## config.mk

```make
export PLATFORM = sky130hd
export DESIGN_NAME = psf_status_word
export DESIGN_NICKNAME = d
export VERILOG_FILES = /design/src/rtl/psf_pkg.sv /design/src/rtl/psf_bank_ram.sv /design/src/rtl/psf_status_word.sv
export SDC_FILE = /design/constraint.sdc
export NUM_CORES = 1
export LEC_CHECK = 0
export BUFFER_PORTS_ARGS = -buffer_cell sky130_fd_sc_hd__buf_2
export CAP_MARGIN = 20
export CORE_MARGIN = 10
export CORE_UTILIZATION = 42
export CTS_BUF_LIST = sky130_fd_sc_hd__clkbuf_8
export DETAILED_ROUTE_END_ITERATION = 7
export GPL_TIMING_DRIVEN = 1
export SLEW_MARGIN = 30
export SYNTH_ARGS = -nofsm -noshare
export SYNTH_HDL_FRONTEND = slang
export SYNTH_SLANG_ARGS = --single-unit
```

## constraint.sdc

```tcl
create_clock -name sys_clk -period 4.35 [get_ports sys_clk]
set_clock_uncertainty 0.15 [all_clocks]
set_input_delay 0.2175 -clock sys_clk [delete_from_list [all_inputs] [get_ports sys_clk]]
set_output_delay 0.2175 -clock sys_clk [all_outputs]
set_load 0.02 [all_outputs]
```

## src/rtl/psf_pkg.sv

```systemverilog
// Package for the program status word block: SFR addresses, bit positions,
// reset values and the ALU result carrier.
// Assumes the core presents SFR accesses as byte/bit strobes on sys_clk.
package psf_pkg;

    // ==========================================================
    // SFR addresses
    localparam logic [7:0] PSF_ADDR_STATUS = 8'hD0;
    localparam logic [7:0] PSF_ADDR_ACC    = 8'hE0;

    // ==========================================================
    // Status word bit positions
    localparam int PSF_BIT_CARRY  = 7;
    localparam int PSF_BIT_AUX    = 6;
    localparam int PSF_BIT_USERA  = 5;
    localparam int PSF_BIT_BANKHI = 4;
    localparam int PSF_BIT_BANKLO = 3;
    localparam int PSF_BIT_OVF    = 2;
    localparam int PSF_BIT_USERB  = 1;
    localparam int PSF_BIT_PARITY = 0;

    // ==========================================================
    // Reset values and bank geometry
    localparam logic [7:0] PSF_STATUS_RESET = 8'h00;
    localparam logic [7:0] PSF_ACC_RESET    = 8'h00;
    localparam int         PSF_BANK_REGS    = 8;
    localparam int         PSF_BANKS        = 4;

    // ==========================================================
    // Operation kinds reported by the ALU; all but PSF_OP_OTHR are arithmetic
    typedef enum logic [2:0]
    {
        PSF_OP_ADD  = 3'h0,
        PSF_OP_ADD_WITH_CARRY_OP = 3'h1,
        PSF_OP_SUBTRACT_BORROW_OP = 3'h2,
        PSF_OP_MUL  = 3'h3,
        PSF_OP_DIV  = 3'h4,
        PSF_OP_OTHR = 3'h5
    } psf_op_e;

    // One-cycle result report from the ALU
    typedef struct packed
    {
        logic       valid;
        psf_op_e    op;
        logic       carry;
        logic       auxCarry;
        logic       overflow;
        logic       accWrite;
        logic [7:0] accData;
    } psf_alu_s;

    // Software SFR access
    typedef struct packed
    {
        logic       wrByte;
        logic       wrBit;
        logic [2:0] bitSel;
        logic       bitVal;
        logic [7:0] addr;
        logic [7:0] data;
    } psf_sfr_s;

endpackage

```

## src/rtl/psf_bank_ram.sv

```systemverilog
// Four banks of eight general registers, one write and one read port.
// Assumes the caller already folded the bank select into the address.
`timescale 1ns/1ps
module psf_bank_ram
    import psf_pkg::*;
#(
    parameter int ADDR_W = 5
)
(
    input  wire logic              sys_clk,
    input  wire logic              wrEn,
    input  wire logic [ADDR_W-1:0] wrAddr,
    input  wire logic [7:0]        wrData,
    input  wire logic [ADDR_W-1:0] rdAddr,
    output logic      [7:0]        rdData
);

    logic [7:0] mem [0:(1<<ADDR_W)-1];

    always_ff @(posedge sys_clk)
    begin
        if (wrEn)
        begin
            mem[wrAddr] <= wrData;
        end
        rdData <= mem[rdAddr];
    end

endmodule

```

## src/rtl/psf_status_word.sv

```systemverilog
// Program status word, accumulator and banked general registers.
// Assumes the ALU reports at most one result per cycle; a software
// access may coincide with it.
//
// Behaviour
// - Carry bit 7 follows carry or borrow of last arithmetic op.
// - Aux carry bit 6 follows nibble carry or borrow of last arithmetic op.
// - Bits 5 and 1 are software flags; hardware never changes them.
// - Bank select bits 4-3 choose bank base 0x00, 0x08, 0x10, 0x18.
// - Overflow bit 2 set on signed overflow, MUL over 255, DIV by zero.
// - Those five ops clear overflow in every other case.
// - Parity bit 0 is one when accumulator has odd count of ones.
// - Parity is read-only; bits 7 to 1 are writable by software.
// - Status word sits at SFR 0xD0 with bit access.
// - Accumulator sits at SFR 0xE0.
// - Eight byte registers per bank; only the selected bank is used.
`timescale 1ns/1ps
module psf_status_word
    import psf_pkg::*;
(
    input  wire logic       sys_clk,
    input  wire logic       resetn,
    input  wire psf_alu_s   aluRes,
    input  wire psf_sfr_s   sfrReq,
    input  wire logic [7:0] sfrRdAddr,
    input  wire logic       gprWrEn,
    input  wire logic [2:0] gprIdx,
    input  wire logic [7:0] gprWrData,
    output logic      [7:0] sfrRdData,
    output logic      [7:0] statusWord,
    output logic      [7:0] accumulatorOut,
    output logic      [1:0] activeBank,
    output logic      [7:0] gprRdData
);

    // ==========================================================
    // Decode
    logic [7:0] status_reg;
    logic [7:0] status_next;
    logic [7:0] accumulator_reg;
    logic [7:0] accumulator_next;
    logic [7:0] sfrRd_reg;
    logic [7:0] sfrRd_next;

    wire        hitStatus    = (sfrReq.addr == PSF_ADDR_STATUS);
    wire        hitAcc       = (sfrReq.addr == PSF_ADDR_ACC);
    wire        wrStatusByte = sfrReq.wrByte && hitStatus;
    wire        wrStatusBit  = sfrReq.wrBit && hitStatus;
    wire        wrAccByte    = sfrReq.wrByte && hitAcc;
    wire        wrAccBit     = sfrReq.wrBit && hitAcc;
    wire        arith        = aluRes.valid && (aluRes.op != PSF_OP_OTHR);
    wire        ovfOp        = arith;
    wire [7:0]  bitMask      = 8'h01 << sfrReq.bitSel;

    // Software view of status: bit-set/clear or whole byte
    wire [7:0]  swStatus     = wrStatusByte ? sfrReq.data
                             : (sfrReq.bitVal ? (status_reg | bitMask)
                                              : (status_reg & ~bitMask));
    wire [7:0]  swAcc        = wrAccByte ? sfrReq.data
                             : (sfrReq.bitVal ? (accumulator_reg | bitMask)
                                              : (accumulator_reg & ~bitMask));

    // ==========================================================
    // Accumulator
    always_comb
    begin
        accumulator_next = accumulator_reg;
        if (wrAccByte || wrAccBit)
        begin
            accumulator_next = swAcc;
        end
        else if (aluRes.valid && aluRes.accWrite)
        begin
            accumulator_next = aluRes.accData;
        end
    end

    // ==========================================================
    // Status word; hardware flag update wins over a software write
    // in the same cycle, so no arithmetic result is lost.
    always_comb
    begin
        status_next = status_reg;
        if (wrStatusByte || wrStatusBit)
        begin
            status_next[7:1] = swStatus[7:1];
        end
        if (arith)
        begin
            status_next[PSF_BIT_CARRY] = aluRes.carry;
            status_next[PSF_BIT_AUX]   = aluRes.auxCarry;
        end
        if (ovfOp)
        begin
            status_next[PSF_BIT_OVF] = aluRes.overflow;
        end
        // Parity from the next accumulator value, never from software
        status_next[PSF_BIT_PARITY] = ^accumulator_next;
    end

    // ==========================================================
    // SFR read
    always_comb
    begin
        sfrRd_next = 8'h00;
        if (sfrRdAddr == PSF_ADDR_STATUS)
        begin
            sfrRd_next = status_reg;
        end
        else if (sfrRdAddr == PSF_ADDR_ACC)
        begin
            sfrRd_next = accumulator_reg;
        end
    end

    always_ff @(posedge sys_clk or negedge resetn)
    begin
        if (!resetn)
        begin
            status_reg      <= PSF_STATUS_RESET;
            accumulator_reg <= PSF_ACC_RESET;
            sfrRd_reg       <= 8'h00;
        end
        else
        begin
            status_reg      <= status_next;
            accumulator_reg <= accumulator_next;
            sfrRd_reg       <= sfrRd_next;
        end
    end

    // ==========================================================
    // Register banks: the bank select forms the top address bits
    wire [1:0] bankSel = status_reg[PSF_BIT_BANKHI:PSF_BIT_BANKLO];
    wire [4:0] gprAddr = {bankSel, gprIdx};

    psf_bank_ram #(
        .ADDR_W ($clog2(PSF_BANKS * PSF_BANK_REGS))
    ) u_bank_ram (
        .sys_clk (sys_clk),
        .wrEn    (gprWrEn),
        .wrAddr  (gprAddr),
        .wrData  (gprWrData),
        .rdAddr  (gprAddr),
        .rdData  (gprRdData)
    );

    assign sfrRdData      = sfrRd_reg;
    assign statusWord     = status_reg;
    assign accumulatorOut = accumulator_reg;
    assign activeBank     = status_reg[PSF_BIT_BANKHI:PSF_BIT_BANKLO];

    // ==========================================================
    // Checks
    property p_carry;
        @(posedge sys_clk) disable iff (!resetn)
        arith |=> statusWord[PSF_BIT_CARRY] == $past(aluRes.carry);
    endproperty
    a_carry: assert property (p_carry) else $error("carry flag mismatch");

    property p_aux;
        @(posedge sys_clk) disable iff (!resetn)
        arith |=> statusWord[PSF_BIT_AUX] == $past(aluRes.auxCarry);
    endproperty
    a_aux: assert property (p_aux) else $error("aux carry mismatch");

    property p_user;
        @(posedge sys_clk) disable iff (!resetn)
        !(sfrReq.wrByte || sfrReq.wrBit) || !hitStatus
            |=> $stable({statusWord[PSF_BIT_USERA], statusWord[PSF_BIT_USERB]});
    endproperty
    a_user: assert property (p_user) else $error("user flag changed by hardware");

    property p_bank;
        @(posedge sys_clk) disable iff (!resetn)
        wrStatusByte |=> activeBank == $past(sfrReq.data[PSF_BIT_BANKHI:PSF_BIT_BANKLO]);
    endproperty
    a_bank: assert property (p_bank) else $error("bank select not applied");

    property p_ovf;
        @(posedge sys_clk) disable iff (!resetn)
        ovfOp |=> statusWord[PSF_BIT_OVF] == $past(aluRes.overflow);
    endproperty
    a_ovf: assert property (p_ovf) else $error("overflow flag mismatch");

    property p_ovf_hold;
        @(posedge sys_clk) disable iff (!resetn)
        !ovfOp && !(sfrReq.wrByte && hitStatus) && !(sfrReq.wrBit && hitStatus)
            |=> $stable(statusWord[PSF_BIT_OVF]);
    endproperty
    a_ovf_hold: assert property (p_ovf_hold) else $error("overflow changed unexpectedly");

    property p_parity;
        @(posedge sys_clk) disable iff (!resetn)
        1'b1 |-> statusWord[PSF_BIT_PARITY] == ($countones(accumulatorOut) % 2 == 1);
    endproperty
    a_parity: assert property (p_parity) else $error("parity does not match accumulator");

    property p_swwrite;
        @(posedge sys_clk) disable iff (!resetn)
        wrStatusByte && !arith |=> statusWord[7:1] == $past(sfrReq.data[7:1]);
    endproperty
    a_swwrite: assert property (p_swwrite) else $error("status byte write lost");

    property p_accwrite;
        @(posedge sys_clk) disable iff (!resetn)
        wrAccByte |=> accumulatorOut == $past(sfrReq.data);
    endproperty
    a_accwrite: assert property (p_accwrite) else $error("accumulator write lost");

    property p_bank_hold;
        @(posedge sys_clk) disable iff (!resetn)
        !wrStatusByte && !wrStatusBit |=> $stable(activeBank);
    endproperty
    a_bank_hold: assert property (p_bank_hold) else $error("bank select changed without a write");

    // Ops outside the arithmetic set leave the flags alone
    property p_carry_other;
        @(posedge sys_clk) disable iff (!resetn)
        aluRes.valid && (aluRes.op == PSF_OP_OTHR) && !wrStatusByte && !wrStatusBit
            |=> $stable(statusWord[PSF_BIT_CARRY]);
    endproperty
    a_carry_other: assert property (p_carry_other) else $error("carry changed by other op");

    property p_aux_other;
        @(posedge sys_clk) disable iff (!resetn)
        aluRes.valid && (aluRes.op == PSF_OP_OTHR) && !wrStatusByte && !wrStatusBit
            |=> $stable(statusWord[PSF_BIT_AUX]);
    endproperty
    a_aux_other: assert property (p_aux_other) else $error("aux carry changed by other op");

    // Collision: software still owns the bits hardware never touches
    property p_sw_share;
        @(posedge sys_clk) disable iff (!resetn)
        arith && wrStatusByte
            |=> {statusWord[5:3], statusWord[1]} == $past({sfrReq.data[5:3], sfrReq.data[1]});
    endproperty
    a_sw_share: assert property (p_sw_share) else $error("software bits lost on collision");

    // ==========================================================
    // Checks: software read path and bit access
    property p_status_rd;
        @(posedge sys_clk) disable iff (!resetn)
        sfrRdAddr == PSF_ADDR_STATUS |=> sfrRdData == $past(statusWord);
    endproperty
    a_status_rd: assert property (p_status_rd) else $error("status word read mismatch");

    property p_parity_rd;
        @(posedge sys_clk) disable iff (!resetn)
        sfrRdAddr == PSF_ADDR_STATUS
            |=> sfrRdData[PSF_BIT_PARITY] == ($countones($past(accumulatorOut)) % 2 == 1);
    endproperty
    a_parity_rd: assert property (p_parity_rd) else $error("parity read back wrong");

    property p_acc_rd;
        @(posedge sys_clk) disable iff (!resetn)
        sfrRdAddr == PSF_ADDR_ACC |=> sfrRdData == $past(accumulatorOut);
    endproperty
    a_acc_rd: assert property (p_acc_rd) else $error("accumulator read mismatch");

    // Unmapped addresses read as zero, never as stale data
    property p_other_rd;
        @(posedge sys_clk) disable iff (!resetn)
        (sfrRdAddr != PSF_ADDR_STATUS) && (sfrRdAddr != PSF_ADDR_ACC) |=> sfrRdData == 8'h00;
    endproperty
    a_other_rd: assert property (p_other_rd) else $error("unmapped address read nonzero");

    // Bit 0 excluded: parity ignores writes
    property p_bit_wr;
        @(posedge sys_clk) disable iff (!resetn)
        wrStatusBit && !arith && (sfrReq.bitSel != 3'h0)
            |=> statusWord[$past(sfrReq.bitSel)] == $past(sfrReq.bitVal);
    endproperty
    a_bit_wr: assert property (p_bit_wr) else $error("status bit write lost");

    property p_acc_bit;
        @(posedge sys_clk) disable iff (!resetn)
        wrAccBit |=> accumulatorOut[$past(sfrReq.bitSel)] == $past(sfrReq.bitVal);
    endproperty
    a_acc_bit: assert property (p_acc_bit) else $error("accumulator bit write lost");

    // Parity must follow an arithmetic result in the very next cycle
    property p_acc_alu;
        @(posedge sys_clk) disable iff (!resetn)
        aluRes.valid && aluRes.accWrite && !wrAccByte && !wrAccBit
            |=> accumulatorOut == $past(aluRes.accData)
                && statusWord[PSF_BIT_PARITY] == ^$past(aluRes.accData);
    endproperty
    a_acc_alu: assert property (p_acc_alu) else $error("accumulator or parity lagging");

    property p_acc_hold;
        @(posedge sys_clk) disable iff (!resetn)
        !wrAccByte && !wrAccBit && !(aluRes.valid && aluRes.accWrite) |=> $stable(accumulatorOut);
    endproperty
    a_acc_hold: assert property (p_acc_hold) else $error("accumulator changed without a write");

    c_carry_set: cover property (@(posedge sys_clk) arith && aluRes.carry);
    c_bank3:     cover property (@(posedge sys_clk) activeBank == 2'b11);
    c_ovf_set:   cover property (@(posedge sys_clk) ovfOp && aluRes.overflow);
    c_parity:    cover property (@(posedge sys_clk) statusWord[PSF_BIT_PARITY]);
    c_collide:   cover property (@(posedge sys_clk) arith && wrStatusByte);

endmodule

```

==> impl_results.md <==
* Critical path endpoint category: register
* Worst Max-Slew Pin Slew at 0.939 ns
* Crit share post-route at 60.8%
* Filler instances at 2241
* Worst hold path type: in -> reg
* Via-to-Cell Ratio at 5.65
* Ys async rst share at 8.33%
* Status: finished, final reports clean
* First-iteration detailed-routing DRC count at 526
* # port buffers at 93
* Clock Path Buffers at 3
* CTS Buf Count at 46
* Die area at 0.0346 sq mm
* Worst EP required at 4.36 ns
* All-Layer GR Usage at 16.1%
* Synth warn at 0
* Vias in the first global route at 6845
* Post-Synth XOR/XNOR Area at 0.877%
* Initial antenna violation count at 0
* Core area at 0.0270 sq mm
* Dominant synthesized flop cell: edfxtp_1
* Mapped Nets at 684
* FP Rows at 60
* # diodes at 0
* Unrepaired setup endpoints after global routing: false
* Detailed-route DRC error count at 0
* Crit path launch type: register
* Max_cap viols at 0
* IO Pins at 94
* Slowest stage delay, CP at 0.86 ns
* Hold depth at 3
* Slack of the worst reg-to-reg path at 1.71 ns
* CP max stage cell: dfrtp_1
* Hold Path End: sfrRdData[7]
* Post-Synthesis Cells at 624
* Most frequent cells in the layout: edfxtp_1 (256), buf_2 (92), mux4_2 (64)
* Setup bufs post-CTS at 0
* Post-DRT Antenna Nets at 0
* Worst R2R End: u_bank_ram.mem[14][4]
* Compound-gate portion of the synthesized area at 4.95%
* Clock sink count at 288
* Initial Utilization at 42.8%
* Reported leakage power at 4.66 nW
* Mapped Avg Cell Area at 18.5 sq um
* Drt first pass iters at 6
* Simple logic cell fraction of the synthesized area at 5.99%
* Root Buffer: clkbuf_8
* Final setup violation count at 0
* H-tree depth at 2
* Largest family of logic cells by synthesized area: multiplexers
* TritonCTS clock tree: built
* WP data arrival at 2.65 ns
* Max_slew headroom at 37.3%
* Crit-path max FO at 19
* Skew-Pair Late Insertion Delay at 0.55 ns
* Post-route design area at 0.0134 sq mm
* Max Clk Rate at 378 MHz
* Worst-path clk slew at 0.06 ns
* Yosys reg bits at 288
* Routability Congestion at 0.851
* Critical path class: reg -> reg
* Seq/Total Area, Yosys at 73.1%
* Hold wc startpoint: sfrRdAddr[5]
* Vias at 6404
* Mux share of post-synthesis cell area at 13.7%
* Chip height at 186 microns
* Post-DP HPWL at 17500 microns
* Final Hold Fails at 0
* Slew Viols, Final at 0
* Commonest non-fill, non-tap cell in the layout: edfxtp_1
* WL final at 27100 microns
* Mapped cell area at 0.0116 sq mm
* Chip Width at 186 microns
* Post-synth EDFFs at 256
* Post-synth cell types at 51
* Worst-case reg-to-reg path depth at 2
* Global-route wire length before repair at 41700 microns
* Fin nets at 818
* Total Power at 5.62 mW
* Grt ovf at 0
* Synth Area in Adders at 0%
* Layout cells sized above 1 at 29.3%
* Worst hold slack at 0.0409 ns
* Placed cell area at 0.0123 sq mm
* Post-route minimum period at 2.64 ns
* VDD IR max at 203 uV
* CP Cell Sequence: nand3b_1 -> nor2_1
* PwrDens at 418 mW/mm^2
* Setup tns final at 0 ns
* WL/cell at 23.9 microns
* Area delta synth->final at 16.3%
* Largest net degree at the start of global routing at 65
## synth_stat cells, types with 2 or more instances
master	number	area [sq um]
edfxtp_1	256	7690
mux4_2	64	1440
nor2_1	47	176
a22oi_1	24	180
dfrtp_1	24	601
clkbuf_1	21	78.8
a21oi_1	20	100
nand2_1	16	60.1
nand4_1	10	62.6
a211oi_1	9	67.6
mux2i_1	9	90.1
a22o_1	8	70.1
dfxtp_1	8	160
nand3b_1	8	60.1
nor2b_1	8	50.1
o21ai_0	8	40.0
buf_1	6	22.5
and3_1	5	31.3
buf_2	5	25.0
mux2_2	5	56.3
nor3b_1	5	37.5
xnor2_1	5	43.8
inv_1	4	15.0
nand3_1	4	20.0
or3b_2	4	35.0
xor2_1	4	35.0
nand2b_1	3	18.8
o22ai_1	3	18.8
or4_1	3	22.5
a21o_1	2	15.0
buf_4	2	15.0
nor3_1	2	10.0
nor4_1	2	12.5
o22a_1	2	17.5
o31ai_1	2	15.0
## power breakdown
part	leakage (nW)	switching, mW	total, mW	internal (mW)
Sequential	2.68	0.0379	3.10	3.06
Combinational	1.45	0.238	0.416	0.178
Clock	0.519	0.989	2.11	1.12
## worst max-delay path by stage
stage	start	to	depth (start not counted)
finish	register	u_bank_ram.mem[14][4]	2
global route	register	u_bank_ram.mem[13][0]	2
CTS	register	u_bank_ram.mem[13][0]	2
detailed placement	gprIdx[0]	u_bank_ram.mem[27][4]	3
global placement	gprIdx[0]	u_bank_ram.rdData[3]	5
floorplan	gprIdx[0]	u_bank_ram.mem[11][0]	5
## metrics by stage
stage | utilization [%] | worst slack, ns | instances
floorplan | - | 1.97 | 624
global placement | 45.6 | 1.49 | 1027
detailed placement | 45.7 | 1.41 | 1027
CTS | 49.7 | 1.64 | 1134
global route | 49.7 | 1.46 | 1134
finish | 49.7 | 1.71 | 1134
## critical path: cells and delay by family, from the launching register on
kind / cells / cell delay [ns]
AND/OR/NAND/NOR: 2 / 1.25
flip-flops: 1 / 0.86
## layer usage
metal  GRT usage (%)  routed length [microns]
met2            26.7                    13400
met1            20.6                    11300
met3            3.92                     1800
met5               0                        0
met4            4.77                      556
## flip-flops by register name (all words and copies together) (netlist names), named ones only
signal and cells:
statusWord 4, sfrRdData 8, u_bank_ram.mem 256, accumulatorOut 8, u_bank_ram.rdData 8
## layout make-up
class	instances	area [sq um]	area share [%]
sequential	288	8450	62.8
clock inverter	29	113	0.838
inverter	4	15.0	0.112
timing repair buffer	120	731	5.44
clock buffer	54	743	5.53
tap	341	427	3.17
multi-input combinational	298	2970	22.1
## cell families after synthesis
logic type	after synthesis
flip-flops	288
XOR/XNOR	10
buffers and inverters	38
multiplexers	78
AND/OR/NAND/NOR	127
AO/OA/AOI/OAI	83
## repair_timing
| action | CTS | global route |
|---|---|---|
| hold buffers | 24 | 0 |
| resized for setup | 0 | 0 |
| endpoints found under the hold margin | 47 | 0 |
No activity file was read; power rests on OpenSTA's default activity.
